`src/fcs_params.svh`:
```
// Constants for the flash command and status block.
// Assumes inclusion by the design module only.
`ifndef FCS_PARAMS_SVH
`define FCS_PARAMS_SVH
// Register indices on the plain register port
`define FCS_ADDR_CONFIG 4'h0
`define FCS_ADDR_PROTECT 4'h1
`define FCS_ADDR_STATUS 4'h2
`define FCS_ADDR_COMMAND 4'h3
`define FCS_ADDR_DIVIDER 4'h4
`define FCS_ADDR_SECURITY 4'h5
`define FCS_ADDR_IRQ_STATUS 4'h6
`define FCS_ADDR_IRQ_MASK 4'h7
// Status bit positions
`define FCS_ST_CBEF 7
`define FCS_ST_CCF 6
`define FCS_ST_PVIOL 5
`define FCS_ST_ACCERR 4
`define FCS_ST_BLANK 2
// Config bit position
`define FCS_CFG_KEY_WRITE_ENABLE 5
// Protection fields
`define FCS_PROT_DIS 0
// Command codes
`define FCS_CMD_BLANK 8'h05
`define FCS_CMD_BYTE 8'h20
`define FCS_CMD_BURST 8'h25
`define FCS_CMD_PAGE 8'h40
`define FCS_CMD_MASS 8'h41
// Key window, page size, unsecure security code
`define FCS_KEY_BASE 16'hFFB0
`define FCS_KEY_LAST 16'hFFB7
`define FCS_PAGE_BITS 9
`define FCS_UNSECURE 2'h2
// Interrupt event bits: 0 complete, 1 violation, 2 access error
`define FCS_EV_DONE 0
`define FCS_EV_PVIOL 1
`define FCS_EV_ACCERR 2
// Fixed array operation time in cycles (stand-in for the timed pulses)
`define FCS_OP_CYCLES 8'h10
`endif

```
`src/fcs_pkg.sv`:
```
// Types for the flash command and status block.
// Assumes fcs_params.svh is on the include path.
package fcs_pkg;
  typedef enum logic [1:0]
  {
    FCS_IDLE = 2'b00,
    FCS_ARMED = 2'b01,
    FCS_BUSY = 2'b10
  } fcs_state_e;

  typedef struct packed
  {
    fcs_state_e st;
    logic [7:0] cfg;
    logic [7:0] prot;
    logic [7:0] cmd;
    logic [7:0] cur_cmd;
    logic [15:0] addr;
    logic [7:0] data;
    logic buf_full;
    logic [15:0] buf_addr;
    logic [7:0] buf_data;
    logic cbef;
    logic pviol;
    logic accerr;
    logic blank;
    logic divider_loaded_flag;
    logic [7:0] div;
    logic [1:0] sec;
    logic [2:0] irq_st;
    logic [2:0] irq_mask;
    logic [7:0] rdata;
    logic [7:0] timer;
    logic loaded;
    logic stop_s1;
    logic stop_s2;
    logic arr_erased;
  } fcs_state_s;
endpackage

```
`src/fcs_ctrl.sv`:
```
// Flash command, status and protection logic with register port.
// Assumes a same-clock register master, an outside array model that
// executes program/erase pulses, and a nonvolatile protect image input.
//
// How it works
// Key-window writes start commands when keys disabled
// Key-window writes become compare keys when enabled
// Protection loaded from image at reset only
// Debug writes may alter protection register
// Boundary field protects high flash block
// Disable bit zero unprotects all flash
// Writing one to buffer-empty launches command
// Only burst programs buffer; flag shows room
// Complete flag set when idle and empty
// Protected target ignored, violation flag set
// Sequence, divider or stop errors set access flag
// Blank check success sets blank flag
// Decode blank, byte and burst program
// Decode page erase and mass erase
// Unknown codes raise access error
// Program/erase blocked until divider written
// Blank pass or key match unsecures device
// Reset shows empty and complete set only
`timescale 1ns/1ps
`include "fcs_params.svh"
module fcs_ctrl
  import fcs_pkg::*;
(
  input wire logic clock,
  input wire logic rstn,
  input wire logic [3:0] reg_addr,
  input wire logic [7:0] reg_wdata,
  input wire logic reg_wr,
  input wire logic reg_rd,
  output logic [7:0] reg_rdata,
  input wire logic [15:0] cpu_addr,
  input wire logic [7:0] cpu_wdata,
  input wire logic cpu_flash_wr,
  input wire logic dbg_prot_wr,
  input wire logic [7:0] dbg_prot_data,
  input wire logic [7:0] nv_protect_image,
  input wire logic [63:0] nonvolatile_unlock_key,
  input wire logic stop_req,
  input wire logic array_erased,
  output logic arr_go,
  output logic [7:0] arr_cmd,
  output logic [15:0] arr_addr,
  output logic [7:0] arr_data,
  output logic [63:0] key_compare,
  output logic irq
);
  fcs_state_s q;
  fcs_state_s d;
  logic [63:0] key_q;
  logic [2:0] key_idx_q;
  logic key_ok;

  // ---------------------------------------------------------------
  // Helpers
  // ---------------------------------------------------------------
  function automatic logic is_known(input logic [7:0] c);
    is_known = (c == `FCS_CMD_BLANK) || (c == `FCS_CMD_BYTE) ||
      (c == `FCS_CMD_BURST) || (c == `FCS_CMD_PAGE) ||
      (c == `FCS_CMD_MASS);
  endfunction

  function automatic logic is_modify(input logic [7:0] c);
    is_modify = (c != `FCS_CMD_BLANK);
  endfunction

  // Protected when above boundary; mass erase touches the block too
  function automatic logic is_protected(input logic [7:0] p, input logic [15:0] a,
    input logic [7:0] c);
    logic [15:0] top;
    top = {p[7:1], {`FCS_PAGE_BITS{1'b1}}};
    if (p[`FCS_PROT_DIS])
      is_protected = 1'b0;
    else if (c == `FCS_CMD_MASS)
      is_protected = 1'b1;
    else if (c == `FCS_CMD_PAGE)
      is_protected = ({a[15:`FCS_PAGE_BITS], {`FCS_PAGE_BITS{1'b1}}} > top);
    else
      is_protected = (a > top);
  endfunction

  function automatic logic in_key(input logic [15:0] a);
    in_key = (a >= `FCS_KEY_BASE) && (a <= `FCS_KEY_LAST);
  endfunction

  // ---------------------------------------------------------------
  // Key capture
  // ---------------------------------------------------------------
  // Key bytes live outside the struct because they shift per byte
  always_ff @(posedge clock or negedge rstn)
  begin
    if (!rstn)
    begin
      key_q <= 64'h0;
      key_idx_q <= 3'h0;
    end
    else if (cpu_flash_wr && in_key(cpu_addr) && q.cfg[`FCS_CFG_KEY_WRITE_ENABLE])
    begin
      key_q <= {key_q[55:0], cpu_wdata};
      key_idx_q <= key_idx_q + 3'h1;
    end
  end

  assign key_ok = (key_q == nonvolatile_unlock_key);
  assign key_compare = key_q;

  // ---------------------------------------------------------------
  // Next state
  // ---------------------------------------------------------------
  always_comb
  begin
    logic launch;
    logic fault;
    logic wr_status;
    launch = 1'b0;
    fault = 1'b0;
    wr_status = reg_wr && (reg_addr == `FCS_ADDR_STATUS);
    d = q;
    d.stop_s1 = stop_req;
    d.stop_s2 = q.stop_s1;
    d.arr_erased = array_erased;
    d.rdata = 8'h00;
    // Protection image taken on the first clock after reset release
    if (!q.loaded)
    begin
      d.prot = nv_protect_image;
      d.loaded = 1'b1;
    end
    if (dbg_prot_wr)
      d.prot = dbg_prot_data;
    if (reg_wr)
    begin
      case (reg_addr)
        `FCS_ADDR_CONFIG: d.cfg = reg_wdata & 8'h20;
        `FCS_ADDR_COMMAND:
        begin
          d.cmd = reg_wdata;
          if (q.st != FCS_ARMED)
            fault = 1'b1;
        end
        `FCS_ADDR_DIVIDER:
        begin
          d.div = reg_wdata;
          d.divider_loaded_flag = 1'b1;
        end
        `FCS_ADDR_IRQ_STATUS: d.irq_st = q.irq_st & ~reg_wdata[2:0];
        `FCS_ADDR_IRQ_MASK: d.irq_mask = reg_wdata[2:0];
        default: ;
      endcase
    end
    if (wr_status)
    begin
      if (reg_wdata[`FCS_ST_PVIOL])
        d.pviol = 1'b0;
      if (reg_wdata[`FCS_ST_ACCERR])
        d.accerr = 1'b0;
    end
    // Array write in key window (keys off) or anywhere outside it arms a command
    if (cpu_flash_wr && !(in_key(cpu_addr) && q.cfg[`FCS_CFG_KEY_WRITE_ENABLE]))
    begin
      if (q.cbef && q.st != FCS_ARMED)
      begin
        d.st = FCS_ARMED;
        d.addr = cpu_addr;
        d.data = cpu_wdata;
      end
      else if (!q.cbef)
        fault = 1'b1;
    end
    if (wr_status && reg_wdata[`FCS_ST_CBEF] && q.cbef)
    begin
      if (q.st != FCS_ARMED)
        fault = 1'b1;
      else if (!is_known(q.cmd))
        fault = 1'b1;
      else if (is_modify(q.cmd) && !q.divider_loaded_flag)
        fault = 1'b1;
      else if (is_modify(q.cmd) && is_protected(q.prot, q.addr, q.cmd))
      begin
        d.pviol = 1'b1;
        d.irq_st[`FCS_EV_PVIOL] = 1'b1;
        d.st = (q.timer != 8'h00) ? FCS_BUSY : FCS_IDLE;
      end
      // Only a burst may queue behind a running burst
      else if (q.timer != 8'h00 && !(q.cmd == `FCS_CMD_BURST && q.cur_cmd == `FCS_CMD_BURST))
        fault = 1'b1;
      else
        launch = 1'b1;
    end
    // Array in progress
    if (q.timer != 8'h00)
    begin
      d.timer = q.timer - 8'h01;
      if (q.timer == 8'h01)
      begin
        if (q.cur_cmd == `FCS_CMD_BLANK && q.arr_erased)
        begin
          d.blank = 1'b1;
          d.sec = `FCS_UNSECURE;
        end
        d.cbef = 1'b1;
        if (q.buf_full)
        begin
          // Buffered burst byte goes to the array now
          d.buf_full = 1'b0;
          d.addr = q.buf_addr;
          d.data = q.buf_data;
          d.timer = `FCS_OP_CYCLES;
        end
      end
    end
    // Burst frees the buffer once the array has taken it
    if (q.timer == `FCS_OP_CYCLES && q.cur_cmd == `FCS_CMD_BURST)
      d.cbef = 1'b1;
    // Applied after the timer so a launch on the last busy cycle is not lost
    if (launch)
    begin
      d.cbef = 1'b0;
      d.blank = 1'b0;
      d.st = FCS_BUSY;
      if (q.timer <= 8'h01)
      begin
        d.cur_cmd = q.cmd;
        d.timer = `FCS_OP_CYCLES;
      end
      else
      begin
        d.buf_full = 1'b1;
        d.buf_addr = q.addr;
        d.buf_data = q.data;
      end
    end
    if (q.st == FCS_BUSY && q.timer == 8'h00 && !q.buf_full && !launch)
      d.st = FCS_IDLE;
    if (key_ok && key_idx_q == 3'h0 && q.cfg[`FCS_CFG_KEY_WRITE_ENABLE])
      d.sec = `FCS_UNSECURE;
    // Stop during a command aborts it
    if (q.stop_s2 && q.timer != 8'h00)
    begin
      fault = 1'b1;
      d.timer = 8'h00;
      d.buf_full = 1'b0;
      d.cbef = 1'b1;
    end
    if (fault)
    begin
      d.accerr = 1'b1;
      d.irq_st[`FCS_EV_ACCERR] = 1'b1;
      d.st = (q.timer != 8'h00) ? FCS_BUSY : FCS_IDLE;
    end
    if (q.timer == 8'h01 && !q.buf_full)
      d.irq_st[`FCS_EV_DONE] = 1'b1;
    if (reg_rd)
    begin
      case (reg_addr)
        `FCS_ADDR_CONFIG: d.rdata = q.cfg;
        `FCS_ADDR_PROTECT: d.rdata = q.prot;
        `FCS_ADDR_STATUS: d.rdata = {q.cbef, (q.cbef && q.timer == 8'h00 &&
          q.st != FCS_ARMED), q.pviol, q.accerr, 1'b0, q.blank, 2'b00};
        `FCS_ADDR_COMMAND: d.rdata = q.cmd;
        `FCS_ADDR_DIVIDER: d.rdata = {q.divider_loaded_flag, q.div[6:0]};
        `FCS_ADDR_SECURITY: d.rdata = {6'h00, q.sec};
        `FCS_ADDR_IRQ_STATUS: d.rdata = {5'h00, q.irq_st};
        `FCS_ADDR_IRQ_MASK: d.rdata = {5'h00, q.irq_mask};
        default: d.rdata = 8'h00;
      endcase
    end
  end

  // ---------------------------------------------------------------
  // State register
  // ---------------------------------------------------------------
  always_ff @(posedge clock or negedge rstn)
  begin
    if (!rstn)
    begin
      q <= '0;
      q.cbef <= 1'b1;
      q.st <= FCS_IDLE;
    end
    else
      q <= d;
  end

  assign reg_rdata = q.rdata;
  assign arr_go = (q.timer == `FCS_OP_CYCLES);
  assign arr_cmd = q.cur_cmd;
  assign arr_addr = q.addr;
  assign arr_data = q.data;
  assign irq = |(q.irq_st & q.irq_mask);
endmodule // fcs_ctrl

```
`config.mk`:
```
export PLATFORM = sky130hd
export DESIGN_NAME = fcs_ctrl
export DESIGN_NICKNAME = d
export VERILOG_FILES = /design/src/fcs_pkg.sv /design/src/fcs_ctrl.sv
export VERILOG_INCLUDE_DIRS = /design/src
export SDC_FILE = /design/constraint.sdc
export NUM_CORES = 1
export LEC_CHECK = 0
export BUFFER_PORTS_ARGS = -buffer_cell sky130_fd_sc_hd__buf_2
export CORE_UTILIZATION = 50
export CTS_BUF_LIST = sky130_fd_sc_hd__clkbuf_4
export DETAILED_ROUTE_END_ITERATION = 10
export GPL_TIMING_DRIVEN = 0
export PLACE_DENSITY = 0.75
export SLEW_MARGIN = 20
export SYNTH_ARGS = -nofsm -noshare
export SYNTH_HDL_FRONTEND = slang
export SYNTH_SLANG_ARGS = --single-unit
```
`constraint.sdc`:
```
create_clock -name clock -period 7.9 [get_ports clock]
set_input_delay 1.185 -clock clock [delete_from_list [all_inputs] [get_ports clock]]
set_output_delay 1.185 -clock clock [all_outputs]
set_load 0.02 [all_outputs]
```
**Word level (Yosys, flattened, before mapping)**

Index checks and enable logic that the tools add are counted.
W data, S select, Z words.

- Bits of input ports: 124
- Register bits after elaboration: 183
- Output and inout port bits: 106
- Logic and storage cells: 211

- Mux-type cells: 86
- Bitwise operators: 4
- Reduce and logical (&&, ||, !) cells: 64
- Equal/unequal tests: 21
- Add/sub/neg operators: 2
- $lt $le $gt $ge: 5

Operators by type and width:

| operator | count |
|---|---|
| $mux W25 | 4 |
| $mux W8 | 9 |
| $eq A64 B64 Y1 | 1 |
| $pmux W8 S8 | 1 |
| $mux W1 | 50 |
| $mux W24 | 2 |
| $gt A16 B16 Y1 | 2 |
| $mux W2 | 16 |
| $mux W26 | 1 |
| $eq A8 B6 Y1 const B | 3 |
| $logic_and A1 B1 Y1 | 24 |
| $reduce_bool A2 Y1 | 12 |
| $reduce_and A2 Y1 | 10 |
| $eq A4 B3 Y1 const B | 4 |
| $eq A8 B3 Y1 const B | 2 |
| $eq A8 B7 Y1 const B | 2 |
| $ge A16 B16 Y1 const B | 1 |
| $le A16 B16 Y1 const B | 1 |
| $eq A4 B2 Y1 const B | 2 |
| $eq A8 B1 Y1 const B | 1 |
| $eq A8 B5 Y1 const B | 1 |
| $le A8 B1 Y1 const B | 1 |
| $logic_not A8 Y1 | 1 |
| $ne A8 B3 Y1 const B | 1 |
| 19 further kinds | 30 |

**Logic depth before layout (Yosys ltp)**

- Depth after elaboration: 18
- Depth in mapped cells: 10
- Depth with buffers taken out: 9

**Worst setup path before layout**

No wires, ideal clock.

- Path kind: input-to-reg
- From: input port reg_addr[1]
- To: register q[41] (netlist bit)
- Slack: 4.611 ns
- Data required time: 7.775 ns
- Library setup time: 0.125 ns
- Arrival time: 3.165 ns
- Cell stages on the path: 8
- Buffers on the path: 2
- Path through: buf_2 > nor4b_4 > nand4_1 > nor3_1 > nand4_4 > nor4_4 > buf_6 > mux2_2

- Longest elaborated chain between the ends: 6

Ends and longest elaborated chain:

| what | RTL line | text |
|---|---|---|
| start: declaration | fcs_ctrl.sv:31 | `input wire logic [3:0] reg_addr,` |
| $eq A4 B2 Y1 | n/a |  |
| $logic_and A1 B1 Y1 | fcs_ctrl.sv:121 | `` wr_status = reg_wr && (reg_addr == `FCS_ADDR_STATUS); `` |
| $logic_and A1 B1 Y1 (2 in a row) | fcs_ctrl.sv:174 | `` if (wr_status && reg_wdata[`FCS_ST_CBEF] && q.cbef) `` |
| $mux W1 | fcs_ctrl.sv:174 |  |
| $reduce_and A2 Y1 (no line) | n/a |  |
| end: declaration | fcs_ctrl.sv:52 | `fcs_state_s q;` |

Every way passes these cells.
A chain may end at the register's enable or synchronous reset.

**Worst setup path after layout**

- From: register q[4] (netlist bit)
- To: output port arr_go

- Longest elaborated chain between the ends: 1

Ends and longest elaborated chain:

| what | RTL line | text |
|---|---|---|
| $eq A8 B5 Y1 (no line) | n/a |  |
| end: declaration | fcs_ctrl.sv:45 | `output logic arr_go,` |

Every way passes these cells.

==> results.txt <==
Clock Tree Buf Depth: 2
cts bufs inserted: 17
fin util: 61.95%
Total Wirelength: 22870 um
Pwr Density: 223.5 nW/um2
I/O pin cnt: 230
Post-synth top flop: dfrtp_1
Detailed Place HPWL: 17160 um
Area Growth Syn to Fin: 19.81%
share of layout cells above drive strength 1: 40.38%
latest clock arrival within the worst-skew pair: 0.59 ns
Tmin final: 3.576 ns
fin. max-slew vios: 0
Hold Crit Class: register to register
row cnt: 48
die height: 136.2 um
vias in the first global route: 6615
CP arrival: 2.39 ns
grt ovf: 0
CTS sink cnt: 182
Rel. slew slack: 42.92%
DR iter-0 viols: 403
register area share after synthesis: 50.59%
vias post-DR: 6799
CP endpoint kind: output port
Leakage: 5.673 nW
total track usage: 25.97%
worst slew pin tran: 0.8496 ns
DIE WIDTH: 136.2 um
NumNets Final: 1164
DR vias/cell: 5.370
Tcrit/Tclk final: 45.27%
Final setup violation count: 0
setup repair bufs after CTS: 0
worst r2r src: q[113]
I/O Buffers: 227
GPL Wtd Cong: 0.8808
crit path max fanout: 5
Synth Instances: 781
f_max: 279.6 MHz
YS warnings: 0
total power: 0.002411 W
outcome: finished, final reports clean
Initial Util: 51.70%
Worst Reg-to-Reg Cells: 9
Yosys reg bits: 182
Core Box Area: 17420 um2
max_cap viols: 0
commonest non-fill, non-tap cell in the layout: buf_2
global-route wire length before repair: 35960 um
kind of critical path: register to output port
hold_buf cts: 0
syn nets: 917
Resized Gates After CTS: 0
Hold Path Origin: d[1]
Max IR drop VDD: 0.0001644 V
Synth area leaders: dfrtp_1 (50%), mux2_2 (13%), xor2_1 (4.3%)
Critical R2R Capture: q[57]
die area: 18550 um2
wire length per cell: 18.07 um
Cell Area, Synth: 9005 um2
reg-to-reg slack, setup: 4.89 ns
Synth top area share: 50.30%
H-Tree Depth: 4
RSZ-0062 raised after global routing: no
Worst Hold End: q[1]
Mean Syn Cell Area: 11.53 um2
initial antenna violation count: 1
largest net degree at the start of global routing: 94
post-synthesis cell type count: 59
worst path required time: 6.71 ns
Hold Path Cell Cnt: 0
Reg clk slew, reported paths: 0.14 ns
CP startpoint kind: register
CTS tree: built
Worst setup startpoint: q[4]
clk_skew: 0.01640 ns
number of synthesized flops with an enable pin: 0
commonest non-fill, non-tap cells in the layout: buf_2 (228), dfrtp_1 (181), mux2_2 (101)
Final Hold Viols: 0
clock root buffer: clkbuf_4
Setup TNS: 0 ns
Synth async-reset ratio: 100.0%
Post-route DRC: 0
Initial DRT Pass Iterations: 5
Synth area leader: dfrtp_1
final antenna-violating net count: 0
==> how the worst max path moves through the flow <==
stage                     depth (start not counted)  slack (ns)     endpoint
final                                             6        4.32       arr_go
after global routing                              6        4.16       arr_go
after CTS                                         6        4.31       arr_go
after detailed placement                          8        4.04        q[57]
after global placement                            1        2.74  arr_addr[1]
after floorplan                                   8        4.61        q[41]
==> where the power goes <==
| part | switching [W] | total, W | internal [W] |
|---|---|---|---|
| combinational | 0.000356 | 0.000669 | 0.000313 |
| clock | 0.000335 | 0.000588 | 0.000253 |
| sequential | 0.000120 | 0.00115 | 0.00103 |
==> through the flow <==
stage,std cells,setup slack (ns),hold WS (ns),instance area [um2]
final,1266,4.324,0.3769,10790
after global routing,1266,4.165,0.3752,10790
after CTS,1265,4.313,0.3812,10790
after detailed placement,1234,4.044,0.3694,10460
after global placement,1233,2.744,0.3800,10420
after floorplan,781,4.611,0.3312,9005
==> area by class of cell <==
type	instances	area, um2
Clock inverter	14	198.9
Antenna cell	1	2.502
Timing Repair Buffer	228	1174
Buffer	66	415.4
Tap cell	225	281.5
Fill cell	1488	6628
Inverter	19	71.32
Clock buffer	17	127.6
Sequential cell	182	4556
Multi-Input combinational cell	514	3963
==> routing by layer <==
metal / vias to the layer above / part of all wire (%) / global-route usage, % / routed length (um)
li1: 3199 / - / - / -
met1: 3338 / 45 / 36.17 / 10250
met2: 234 / 48 / 40.98 / 10990
met3: 28 / 5.5 / 5.034 / 1251
met4: 0 / 1.7 / 7.963 / 387
met5: - / 0 / 0 / 0
==> cell usage after synthesis, types with 5 or more instances <==
cell,instances
a21oi_1,40
nand2b_1,6
mux2_2,101
clkbuf_1,19
o21ai_0,12
nor2_1,52
nor4_1,15
buf_4,40
ha_1,12
xnor2_1,28
mux2i_1,34
nand3b_1,5
inv_1,19
nor3_1,13
xor2_1,44
nand3_1,8
nor2b_1,6
or3_1,5
nand2_1,59
dfrtp_1,181
nand4_1,13
==> cell families (layout without fill, tap and decap cells) <==
kind of cell	count (synthesis)	count (layout)	synth area share, %
other cells	1	2	0.04164
xor+xnor	72	72	7.003
mux	140	140	17.16
simple gates	208	208	12.62
fa+ha+maj	12	12	1.667
buf+inv	85	344	5.405
compound gates	81	81	5.516
flops	182	182	50.59
==> critical path, cell delays in order (launching register included) <==
cell and delay (ns):
dfrtp_1 0.44, inv_1 0.11, ha_1 0.21, inv_1 0.12, or3_1 0.41, nor3_1 0.30, buf_2 0.23
==> sequential cells by signal, indices dropped and copies added, names as in the netlist <==
name and count:
reg_rdata 8, arr_cmd 8, key_compare 64, d 1
q 74, arr_data 8, arr_addr 16, key_idx_q 3
Power figures use the tool's default switching activity.
